### config.mk
export PLATFORM = sky130hd
export DESIGN_NAME = sdbs_core
export DESIGN_NICKNAME = d
export VERILOG_FILES = /design/src/rtl/sdbs_core.v
export VERILOG_INCLUDE_DIRS = /design/src /design/src/rtl
export SDC_FILE = /design/constraint.sdc
export NUM_CORES = 1
export LEC_CHECK = 0
export BUFFER_PORTS_ARGS = -buffer_cell sky130_fd_sc_hd__buf_2
export CORE_ASPECT_RATIO = 0.6
export CORE_MARGIN = 2
export CORE_UTILIZATION = 50
export CTS_BUF_LIST = sky130_fd_sc_hd__clkbuf_8
export CTS_CLUSTER_SIZE = 8
export DETAILED_ROUTE_END_ITERATION = 16
export PLACE_DENSITY_LB_ADDON = 0.12
export SLEW_MARGIN = 20
export SYNTH_ARGS = -nofsm -noshare
export SYNTH_HDL_FRONTEND = slang
export SYNTH_SLANG_ARGS = --single-unit
### constraint.sdc
create_clock -name i_ref_clk -period 8.27 [get_ports i_ref_clk]
set_input_delay 1.654 -clock i_ref_clk [delete_from_list [all_inputs] [get_ports i_ref_clk]]
set_output_delay 1.654 -clock i_ref_clk [all_outputs]
set_load 0.02 [all_outputs]
### src/rtl/sdbs_map.vh
`ifndef SDBS_MAP_VH
`define SDBS_MAP_VH
// =====================================================
// Command encodings {ras_n, cas_n, we_n}
`define SDBS_CMD_NOP    3'h7
`define SDBS_CMD_ACT    3'h3
`define SDBS_CMD_RD     3'h5
`define SDBS_CMD_WR     3'h4
`define SDBS_CMD_BST    3'h6
`define SDBS_CMD_PRE    3'h2
`define SDBS_CMD_REF    3'h1
`define SDBS_CMD_MODE   3'h0
// =====================================================
// Mode word fields
`define SDBS_MODE_BL_LSB 0
`define SDBS_MODE_BL_MSB 2
`define SDBS_MODE_CL_LSB 4
`define SDBS_MODE_CL_MSB 6
`define SDBS_MODE_WBS    9
`define SDBS_MODE_RST    12'h000
// Auto precharge address bit
`define SDBS_AP_BIT      10
// =====================================================
// Timing, ns, and counts at 10 ns clock
`define SDBS_CLK_NS      10
`define SDBS_TRP_NS      20
`define SDBS_TRCD_NS     20
`define SDBS_TWR_NS      15
`define SDBS_TRFC_NS     66
`define SDBS_TMRD_CYC    2
`define SDBS_TXSR_NS     75
`define SDBS_TRP_CYC  ((`SDBS_TRP_NS + `SDBS_CLK_NS - 1) / `SDBS_CLK_NS)
`define SDBS_TRCD_CYC ((`SDBS_TRCD_NS + `SDBS_CLK_NS - 1) / `SDBS_CLK_NS)
`define SDBS_TWR_CYC  ((`SDBS_TWR_NS + `SDBS_CLK_NS - 1) / `SDBS_CLK_NS)
`define SDBS_TRFC_CYC ((`SDBS_TRFC_NS + `SDBS_CLK_NS - 1) / `SDBS_CLK_NS)
`define SDBS_TXSR_CYC ((`SDBS_TXSR_NS + `SDBS_CLK_NS - 1) / `SDBS_CLK_NS)
`endif

### src/rtl/sdbs_core.v
// Function
// - Burst terminate hits only the running burst
// - Interrupted auto precharge burst starts precharge
// - Read cut by read after CAS latency
// - Write cuts plain read at registration
// - Read cuts plain write at registration
// - Write cuts plain write at registration
// - Auto precharge read cut by read, precharge now
// - Auto precharge read cut by write, precharge now
// - Auto precharge write cut by read, tWR first
// - Auto precharge write cut by write, tWR first
// - Power-down on CKE low with all banks idle, exits next edge
// - Self refresh via refresh, tXSR exit wait
// - CKE low mid-burst freezes, resumes next edge
// - Outputs off after mode load, tMRD wait
// - Chip select high means no operation
`timescale 1ns/1ps
`include "sdbs_map.vh"
module sdbs_core (
  input  wire        i_ref_clk,    // Device clock
  input  wire        i_rst,        // Async model reset
  input  wire        i_cke,        // Clock enable
  input  wire        i_cs_n,       // Chip select, low active
  input  wire        i_ras_n,      // Row strobe, low active
  input  wire        i_cas_n,      // Column strobe, low active
  input  wire        i_we_n,       // Write enable, low active
  input  wire [1:0]  i_ba,         // Bank address
  input  wire [11:0] i_addr,       // Address / mode word
  input  wire        i_dqm,        // Data mask
  output reg  [3:0]  o_bank_busy,  // Bank not idle
  output reg  [3:0]  o_bank_open,  // Row open per bank
  output reg         o_rd_act,     // Read burst running
  output reg         o_wr_act,     // Write burst accepting data
  output reg  [1:0]  o_burst_bank, // Bank of running burst
  output reg         o_dq_oe,      // Data output enable
  output reg         o_wr_take,    // Write data accepted this edge
  output reg         o_power_down, // In power-down
  output reg         o_self_ref,   // In self refresh
  output reg         o_suspend,    // In clock suspend
  output reg         o_dev_busy,   // Refresh / mode / exit wait
  output reg  [11:0] o_mode        // Mode register
);
  // =====================================================
  // One-hot device states
  localparam [3:0] ST_RUN = 4'h1;
  localparam [3:0] ST_PDN = 4'h2;
  localparam [3:0] ST_SRF = 4'h4;
  localparam [3:0] ST_SUS = 4'h8;

  reg  [3:0] state;              // Device state
  reg        cke_q;              // CKE at previous edge
  reg  [7:0] dev_cnt;            // Refresh / mode / exit wait
  reg  [3:0] bank_cnt [0:3];     // Per bank precharge / activate wait
  reg  [3:0] ap_pend;            // Auto precharge armed
  reg  [3:0] wr_cnt [0:3];       // tWR wait before precharge
  reg  [3:0] rd_left;            // Read beats left
  reg  [3:0] wr_left;            // Write beats left
  reg  [3:0] rd_lat;             // Cycles to read data
  reg  [3:0] cut_cnt;            // Delayed read cut
  reg  [1:0] rd_bank;            // Bank of read burst
  reg        rd_ap;              // Read burst has auto precharge
  wire [3:0] busy_now;           // Bank not idle at this edge

  // =====================================================
  // Timing loads as integers; counters take the low bits
  // on purpose, every count fits its counter
  localparam integer TRP_I  = `SDBS_TRP_CYC;       // Precharge wait
  localparam integer TRCD_I = `SDBS_TRCD_CYC;      // Activate wait
  localparam integer TWR_I  = `SDBS_TWR_CYC;       // Write recovery
  localparam integer TRFC_I = `SDBS_TRFC_CYC - 1;  // Refresh wait
  localparam integer TMRD_I = `SDBS_TMRD_CYC - 1;  // Mode load wait
  localparam integer TXSR_I = `SDBS_TXSR_CYC;      // Self refresh exit

  // =====================================================
  // Decode helpers
  function is_cmd;
    input [2:0] c;
    input [2:0] ref_c;
    begin
      is_cmd = (c == ref_c);
    end
  endfunction

  function [3:0] bl_len;
    input [2:0] code;
    begin
      case (code)
        3'h0:    bl_len = 4'h1;
        3'h1:    bl_len = 4'h2;
        3'h2:    bl_len = 4'h4;
        3'h3:    bl_len = 4'h8;
        default: bl_len = 4'hf;  // Continuous: held until cut
      endcase
    end
  endfunction

  // Chip select high masks every command
  wire [2:0] cmd = i_cs_n ? `SDBS_CMD_NOP :
                   {i_ras_n, i_cas_n, i_we_n};
  wire       live   = (state == ST_RUN) && i_cke;
  // Live counters, not the registered flags: a refresh right
  // after tRP must not be refused by a one-cycle-old view
  wire       all_idle = ~|busy_now & ~o_dev_busy;
  wire       ap     = i_addr[`SDBS_AP_BIT];
  wire [3:0] cl     = {1'b0, o_mode[`SDBS_MODE_CL_MSB:`SDBS_MODE_CL_LSB]};
  wire [3:0] blen   = bl_len(o_mode[`SDBS_MODE_BL_MSB:`SDBS_MODE_BL_LSB]);
  wire       do_rd  = live && is_cmd(cmd, `SDBS_CMD_RD);
  wire       do_wr  = live && is_cmd(cmd, `SDBS_CMD_WR);
  wire       do_ref = live && is_cmd(cmd, `SDBS_CMD_REF) && all_idle;
  wire       do_mode = live && is_cmd(cmd, `SDBS_CMD_MODE)
                       && all_idle && (i_ba == 2'h0);
  wire       do_bst = live && is_cmd(cmd, `SDBS_CMD_BST);
  wire       do_pre = live && is_cmd(cmd, `SDBS_CMD_PRE);
  wire       burst  = o_rd_act | o_wr_act;

  // =====================================================
  // CKE state machine: power-down, self refresh, suspend
  always @(posedge i_ref_clk or posedge i_rst) begin
    if (i_rst) begin
      state <= ST_RUN;
      cke_q <= 1'b1;
    end else begin
      cke_q <= i_cke;
      case (state)
        ST_RUN: begin
          if (cke_q && !i_cke) begin
            if (burst)
              state <= ST_SUS;
            else if (all_idle && is_cmd(cmd, `SDBS_CMD_REF))
              state <= ST_SRF;
            else if (all_idle && is_cmd(cmd, `SDBS_CMD_NOP))
              state <= ST_PDN;
          end
        end
        ST_PDN: if (i_cke && is_cmd(cmd, `SDBS_CMD_NOP)) begin
          state <= ST_RUN;
        end
        ST_SRF: if (i_cke && is_cmd(cmd, `SDBS_CMD_NOP)) begin
          state <= ST_RUN;
        end
        ST_SUS: if (i_cke) begin
          state <= ST_RUN;
        end
        default: state <= ST_RUN;
      endcase
    end
  end

  // =====================================================
  // Device wide wait: refresh, mode load, self refresh exit
  always @(posedge i_ref_clk or posedge i_rst) begin
    if (i_rst) begin
      dev_cnt <= 8'h00;
      o_mode  <= `SDBS_MODE_RST;
    end else if (state == ST_SRF && i_cke &&
                 is_cmd(cmd, `SDBS_CMD_NOP)) begin
      dev_cnt <= TXSR_I[7:0];
    end else if (do_ref && state == ST_RUN && i_cke) begin
      dev_cnt <= TRFC_I[7:0];
    end else if (do_mode) begin
      o_mode  <= i_addr;
      dev_cnt <= TMRD_I[7:0];
    end else if (dev_cnt != 8'h00 && state != ST_SRF) begin
      dev_cnt <= dev_cnt - 8'h01;
    end
  end

  // =====================================================
  // Burst engine: reads, writes and cross-bank cuts
  always @(posedge i_ref_clk or posedge i_rst) begin
    if (i_rst) begin
      rd_left <= 4'h0;
      wr_left <= 4'h0;
      rd_lat  <= 4'h0;
      cut_cnt <= 4'h0;
      rd_bank <= 2'h0;
      rd_ap   <= 1'b0;
      o_wr_take <= 1'b0;
      o_burst_bank <= 2'h0;
    end else if (state == ST_SUS || !i_cke) begin
      o_wr_take <= 1'b0;
    end else begin
      o_wr_take <= o_wr_act && !i_dqm && !do_rd && !do_wr;
      if (do_rd) begin
        // A read: a running read ends CL later, a write ends now
        if (o_rd_act)
          cut_cnt <= cl;
        wr_left <= 4'h0;
        rd_lat  <= cl;
        rd_bank <= i_ba;
        rd_ap   <= ap;
        o_burst_bank <= i_ba;
      end else if (do_wr) begin
        rd_left <= 4'h0;
        rd_lat  <= 4'h0;
        cut_cnt <= 4'h0;
        wr_left <= o_mode[`SDBS_MODE_WBS] ? 4'h1 : blen;
        o_burst_bank <= i_ba;
      end else if (do_pre && (ap || i_ba == o_burst_bank)) begin
        // Precharge of the burst bank truncates its burst
        rd_left <= 4'h0;
        wr_left <= 4'h0;
        rd_lat  <= 4'h0;
        cut_cnt <= 4'h0;
      end else if (do_bst) begin
        rd_left <= 4'h0;
        wr_left <= 4'h0;
      end else begin
        if (wr_left != 4'h0 && wr_left != 4'hf)
          wr_left <= wr_left - 4'h1;
        // Old read keeps streaming while the new one waits
        if (rd_left != 4'h0 && rd_left != 4'hf)
          rd_left <= rd_left - 4'h1;
        if (rd_lat > 4'h1)
          rd_lat <= rd_lat - 4'h1;
        else if (rd_lat == 4'h1) begin
          rd_lat  <= 4'h0;
          rd_left <= blen;
        end
        // Cut only where no new burst takes over that edge
        if (cut_cnt == 4'h1 && rd_lat != 4'h1)
          rd_left <= 4'h0;
        if (cut_cnt != 4'h0)
          cut_cnt <= cut_cnt - 4'h1;
      end
    end
  end

  // =====================================================
  // Burst flags and data output enable
  always @* begin
    o_rd_act = (rd_left != 4'h0) || (rd_lat != 4'h0);
    o_wr_act = (wr_left != 4'h0);
    o_dq_oe  = (rd_left != 4'h0) && !o_dev_busy;
    o_suspend    = (state == ST_SUS);
    o_power_down = (state == ST_PDN);
    o_self_ref   = (state == ST_SRF);
    o_dev_busy   = (dev_cnt != 8'h00) || (state == ST_SRF);
  end

  // =====================================================
  // Per bank state: activate, precharge, concurrent auto precharge
  genvar b;
  generate
    for (b = 0; b < 4; b = b + 1) begin : g_bank
      // Bank number as an integer so its low bits can be taken
      localparam integer BI = b;
      wire hit  = (i_ba == BI[1:0]);
      wire pre  = live && is_cmd(cmd, `SDBS_CMD_PRE) && (hit || ap);
      wire act  = live && is_cmd(cmd, `SDBS_CMD_ACT) && hit;
      wire cut  = (do_rd || do_wr) && !hit && ap_pend[b];
      wire wr_b = o_wr_act && (o_burst_bank == BI[1:0]);
      // Live idle view used by refresh and mode checks
      assign busy_now[b] = o_bank_open[b] || (bank_cnt[b] != 4'h0)
                           || ap_pend[b] || (wr_cnt[b] != 4'h0);
      always @(posedge i_ref_clk or posedge i_rst) begin
        if (i_rst) begin
          bank_cnt[b]    <= 4'h0;
          wr_cnt[b]      <= 4'h0;
          ap_pend[b]     <= 1'b0;
          o_bank_open[b] <= 1'b0;
          o_bank_busy[b] <= 1'b0;
        end else begin
          // Registered view, one cycle behind the live one
          o_bank_busy[b] <= busy_now[b];
          if (act) begin
            o_bank_open[b] <= 1'b1;
            bank_cnt[b]    <= TRCD_I[3:0];
          end else if (pre) begin
            o_bank_open[b] <= 1'b0;
            bank_cnt[b]    <= TRP_I[3:0];
          end else if ((do_rd || do_wr) && hit) begin
            ap_pend[b] <= ap;
          end else if (cut && wr_b) begin
            ap_pend[b] <= 1'b0;
            wr_cnt[b]  <= TWR_I[3:0];
          end else if (cut) begin
            ap_pend[b]     <= 1'b0;
            o_bank_open[b] <= 1'b0;
            bank_cnt[b]    <= TRP_I[3:0];
          end else if (wr_cnt[b] == 4'h1) begin
            // Write recovery met: precharge starts now
            wr_cnt[b]      <= 4'h0;
            o_bank_open[b] <= 1'b0;
            bank_cnt[b]    <= TRP_I[3:0];
          end else begin
            if (wr_cnt[b] != 4'h0)
              wr_cnt[b] <= wr_cnt[b] - 4'h1;
            if (bank_cnt[b] != 4'h0)
              bank_cnt[b] <= bank_cnt[b] - 4'h1;
            if (ap_pend[b] && !burst) begin
              ap_pend[b]     <= 1'b0;
              o_bank_open[b] <= 1'b0;
              bank_cnt[b]    <= TRP_I[3:0];
            end
          end
        end
      end
    end
  endgenerate
endmodule // sdbs_core

Word-level counts from Yosys, hierarchy flattened
Cells that the tools add are included.
{"block": "op_classes", "n_addsub": 13, "n_mul": 0, "div_mod_pow": 0, "order_cmp": 1, "n_eq_ne": 53, "shifts": 0, "muxes": 133, "bitwise": 19, "reduce_logical": 155}
{"operator": "4-bit two-way mux", "count": 79}
{"operator": "4-bit nonzero test", "count": 18}
{"operator": "1-bit logical AND", "count": 60}
{"operator": "4-bit by 1-bit subtractor with 4-bit output (second input constant)", "count": 12}
{"operator": "1-bit two-way mux", "count": 45}
{"operator": "8-bit two-way mux", "count": 4}
{"operator": "3-bit AND reduction", "count": 10}
{"operator": "5-bit nonzero test", "count": 6}
{"operator": "4-bit by 1-bit equality test with 1-bit output (second input constant)", "count": 7}
{"operator": "3-bit != test (second input constant)", "count": 8}
{"operator": "4-bit != test (second input constant)", "count": 6}
{"operator": "4-bit AND reduction", "count": 6}
{"operator": "6-bit nonzero test", "count": 4}
{"operator": "1-bit logical OR", "count": 21}
{"operator": "5-bit AND reduction", "count": 4}
{"operator": "1-bit inverter", "count": 17}
{"operator": "4-bit one-hot mux with 4 select lines", "count": 1}
{"operator": "3-bit by 2-bit equality test with 1-bit output (second input constant)", "count": 4}
{"operator": "3-bit equality test (second input constant)", "count": 4}
{"operator": "2-bit by 1-bit != test with 1-bit output (second input constant)", "count": 6}
{"operator": "4-bit one-hot mux with 3 select lines", "count": 1}
{"operator": "3-bit nonzero test", "count": 4}
{"operator": "1-bit zero test", "count": 11}
{"operator": "2-bit equality test (second input constant)", "count": 4}
{"operator": "other kinds (23)", "count": 32}
{"block": "word_totals", "reg_bits": 88, "latchBits": 0, "ramBits": 0, "romBits": 0, "out_inout_bits": 30, "elab_cells": 404, "n_memories": 0}

Logic depth before layout (Yosys ltp)
{"block": "depth", "depth_word": 13, "ltp_mapped": 9}

Worst setup path after synthesis
No wires, ideal clock.
{"block": "synth_path", "path_type": "input-to-reg", "from": "input port i_cas_n", "to": "register bank_cnt[7] in the netlist's numbering", "setup_ns": 0.126, "arrival_ns": 3.168, "required_ns": 8.144, "slack_ns": 4.975, "path_stages": 7, "path_buffers": 2, "cell_sequence": "buf_2 or4bb_1 buf_2 nor2_8 nand2_1 nor4b_1 a311o_1"}
{"block": "synth_between", "elab_chain_len": 11, "word_cells_on_any_way": 25, "cone_classes": "eq/ne (6); mux (6); reduce/logical (13)"}
{"item": "from (decl)", "line_no": "sdbs_core.v:25", "source": "input wire i_cas_n,"}
{"item": "3-bit two-way mux *", "line_no": "sdbs_core.v:98", "source": "wire [2:0] cmd = i_cs_n ? `SDBS_CMD_NOP :"}
{"item": "3-bit equality test", "line_no": "sdbs_core.v:80", "source": "is_cmd = (c == ref_c);"}
{"item": "1-bit logical AND, on equally long branches", "line_no": "sdbs_core.v:107, sdbs_core.v:108"}
{"item": "1-bit logical OR", "line_no": "sdbs_core.v:251, sdbs_core.v:272"}
{"item": "1-bit logical AND (2 in series)", "line_no": "sdbs_core.v:251", "source": "wire cut = (do_rd || do_wr) && !hit && ap_pend[b];"}
{"item": "4-bit two-way mux", "line_no": "sdbs_core.v:277", "source": "end else if (cut) begin"}
{"item": "4-bit two-way mux", "line_no": "sdbs_core.v:274", "source": "end else if (cut && wr_b) begin"}
{"item": "4-bit two-way mux", "line_no": "sdbs_core.v:272", "source": "end else if ((do_rd || do_wr) && hit) begin"}
{"item": "4-bit two-way mux", "line_no": "sdbs_core.v:269", "source": "end else if (pre) begin"}
{"item": "4-bit two-way mux", "line_no": "sdbs_core.v:266", "source": "if (act) begin"}
{"item": "to (signal, indexed assignment)", "line_no": "sdbs_core.v:268", "source": "bank_cnt[b] <= TRCD_I[3:0];"}
{"item": "to (signal, indexed assignment)", "line_no": "sdbs_core.v:271", "source": "bank_cnt[b] <= TRP_I[3:0];"}
{"item": "to (signal, indexed assignment)", "line_no": "sdbs_core.v:280", "source": "bank_cnt[b] <= TRP_I[3:0];"}
{"item": "to (decl)", "line_no": "sdbs_core.v:53", "source": "reg [3:0] bank_cnt [0:3];"}
Mark *: on every way between the ends. The rest lies on a longest branch, timed or not. The select of a mux whose other input is x is not followed.
A chain may end at the register's enable or synchronous reset.

Final worst setup path
Ends and elaborated chain as after synthesis.

==> out/results.ini <==
[power]
power_switching_w = 0.000777
p_int_w = 0.00109
pwr-share-seq_pct = 37.8
leakagePower_nw = 2.90
p_comb_share_pct = 45.4
sw_frac_of_total_pct = 41.7
p_clk_share_pct = 16.7
power.density_mw_per_mm2 = 297
vdd_drop_max_mv = 0.146

[cells_and_area]
final_layout_size_suffix_gt1_share_pct = 17.2
synthToLayoutAreaGrowth_pct = 9.54
fin_util_pct = 55.9
nets = 714
antenna_cells = 0

[place]
portBuffers = 51
routabilityCongestion = 0.864
hpwl_um = 10800

[synthesis]
synthArstFlopShare_pct = 100
syn_inst = 620
synth_nets = 669
synth.top_cell.area_share_pct = 37.5
ys_seq_area_share_pct = 38.5
synth.area.top_cells = dfrtp_1 (38%), ha_1 (5.9%), nand2_1 (3.4%)
synth-main-ff-cell = dfrtp_1
synth_edf_count = 0
ys_warn_count = 0
post_synth_num_cell_types = 77
synth_top_cell_by_area = dfrtp_1
syn_avg_cell_area_sq_um = 9.24
yosys.cell_count.top_type = dfrtp_1
ys_top_cells_by_count = dfrtp_1 (86), nand2_1 (52), inv_1 (42), nor2_1 (42), o21ai_0 (30)
ys_ff_latch = 88
synth_area_sq_mm = 0.00573

[clock_tree]
cts_tree = yes
cts_buffer_depth = 2
cts_max_level = 3
cts_root_buffer = clkbuf_8
clock_latency_ns = 0.37
numClockSinks = 88
path_clk_slew_ns = 0.09
numCtsBuffers = 9
cts.hold.buffers_added = 0
post-cts-setup-buffers = 0
cts_resized = 0

[grt]
overflow = 0
grt_first_pass_wirelength_um = 24200
grt_use_total_pct = 24.8
grt_max_degree = 71
grt_pass1_vias = 4772
antenna_found_initial = 0

[die]
die_w_um = 142
dieArea_sq_mm = 0.0124
dieHeight_um = 86.9
io_pins = 52
num_rows = 30
initial_utilization_pct = 51.1
core_area_sq_mm = 0.0112

[routing]
dr.pass1.iters = 5
drc = 0
vias = 5108
first_iter_violations = 423
viasPerCell = 6.28
routed_wl_um = 14600
postRouteAntennaNets = 0
route.detailed.wl_per_inst_um = 18.0

[timing]
hold_viol = 0
final-max-slew-violation-count = 0
min_period_ns = 3.76
relSlewSlack_pct = 27.1
rsz0062_at_grt = no
worst_pin_slew_ns = 1.08
period_share_pct = 45.4
tns_ns = 0
fmax_ghz = 0.266
setup_viol_count_final = 0
clock_skew_ns = 0.0132

[setup_path]
cp.arrival_ns = 4.01
critPathKind = input port to flip-flop
start_kind = input port
critPathCaptureType = flip-flop
crit_path_max_fanout = 10
crit_required_ns = 8.52

[worst_hold_path]
hold_path.class = flip-flop to flip-flop

[run_status]
status = finished, final reports clean

[run]
maxCapViolCount = 0

==> critical path, stage by stage <==
cell and delay, ns:
buf_2 0.16, nor4bb_1 0.94, o211ai_1 0.43, nand2_1 0.34, nor2_1 0.15, a311o_1 0.33
==> metal layers <==
metal	global-route usage [%]	up-vias	part of all wire, %
met2	35.4	181	42
li1	-	2409	-
met4	7.45	0	1.9
met3	5.28	32	6.7
met5	0	-	0
met1	37.5	2486	50
==> registers in the layout, indices dropped and copies added (netlist names) <==
register and flops:
cke_q 1, o_burst_bank 2, dev_cnt 8, bank_cnt 16, state 4, o_bank_busy 4
ap_pend 4, wr_cnt 16, wr_left 4, o_bank_open 4, o_mode 12, o_wr_take 1
rd_left 4, cut_cnt 4, rd_lat 4
==> final cells by class <==
class / instances / area [sq um]
Clock buffer: 10 / 138
Tap cell: 144 / 180
Fill cell: 1003 / 4940
Inverter: 44 / 166
Sequential cell: 88 / 2200
Timing Repair Buffer: 52 / 263
Clock inverter: 6 / 61.3
Multi-Input combinational cell: 470 / 3270
==> cells by family (layout without fill, tap and decap cells) <==
group	Yosys count	in the layout	synth area share [%]
AOI/OAI and AO/OA	166	166	20.8
xor gates and xnor gates	3	3	0.458
adders and majority gates	27	27	5.89
buffers and inverters	62	112	4.56
DFF	88	88	38.5
muxes	18	18	3.51
and+or+nand+nor	256	256	26.3
==> power groups by stage <==
| stage | sequential, W | combinational [W] | clock [W] |
|---|---|---|---|
| 2_1_floorplan | 0.000681 | 0.000664 | 0 |
| 3_3_place_gp | 0.000703 | 0.000810 | 0 |
| 3_5_place_dp | 0.000708 | 0.000837 | 0 |
| 4_1_cts | 0.000701 | 0.000840 | 0.000316 |
| 5_1_grt | 0.000726 | 0.000955 | 0.000331 |
| 6_report | 0.000705 | 0.000847 | 0.000312 |
==> cell usage in the layout (no fill, tap or decap), drive strengths merged, types with 6 or more instances in the layout <==
cell type	netlist	final
nor2b	9	9
a21oi	17	17
buf	15	52
nor2	43	43
nand2b	8	8
and3	7	7
o31ai	12	12
dfrtp	86	86
nand2	53	53
nor3b	10	10
clkbuf	3	10
a22o	19	19
o211ai	8	8
o21a	7	7
a21o	12	12
ha	27	27
nor3	33	33
or3b	6	6
mux2	17	17
inv	44	45
nor4	9	9
nand3	27	27
a32o	8	8
nand4	9	9
a31oi	6	6
nor4b	12	12
o21ai	37	37
==> metrics by stage <==
step | std cells | total power (W) | cell area (sq um) | hold WS, ns | setup slack (ns)
finish | 814 | 0.00186 | 6280 | 0.507 | 4.51
global route | 814 | 0.00201 | 6280 | 0.525 | 4.41
CTS | 814 | 0.00186 | 6280 | 0.509 | 4.55
detailed placement | 798 | 0.00154 | 6080 | 0.478 | 4.29
global placement | 798 | 0.00151 | 6080 | 0.471 | 4.38
floorplan | 620 | 0.00134 | 5730 | 0.474 | 4.34
==> worst paths after layout <==
kind                       startpoint  cells past startpoint     endpoint  slack, ns
hold reg to reg            o_mode[11]                      1   o_mode[11]       0.51
setup reg to reg             state[0]                      5    rd_lat[1]       5.22
min in group asynchronous       i_rst                      2    wr_cnt[6]       1.22
hold / removal             o_mode[11]                      1   o_mode[11]       0.51
setup / recovery              i_cas_n                      6  bank_cnt[7]       4.51
max in group asynchronous       i_rst                      3   dev_cnt[2]       5.80
(Power assumes the default switching activity.)
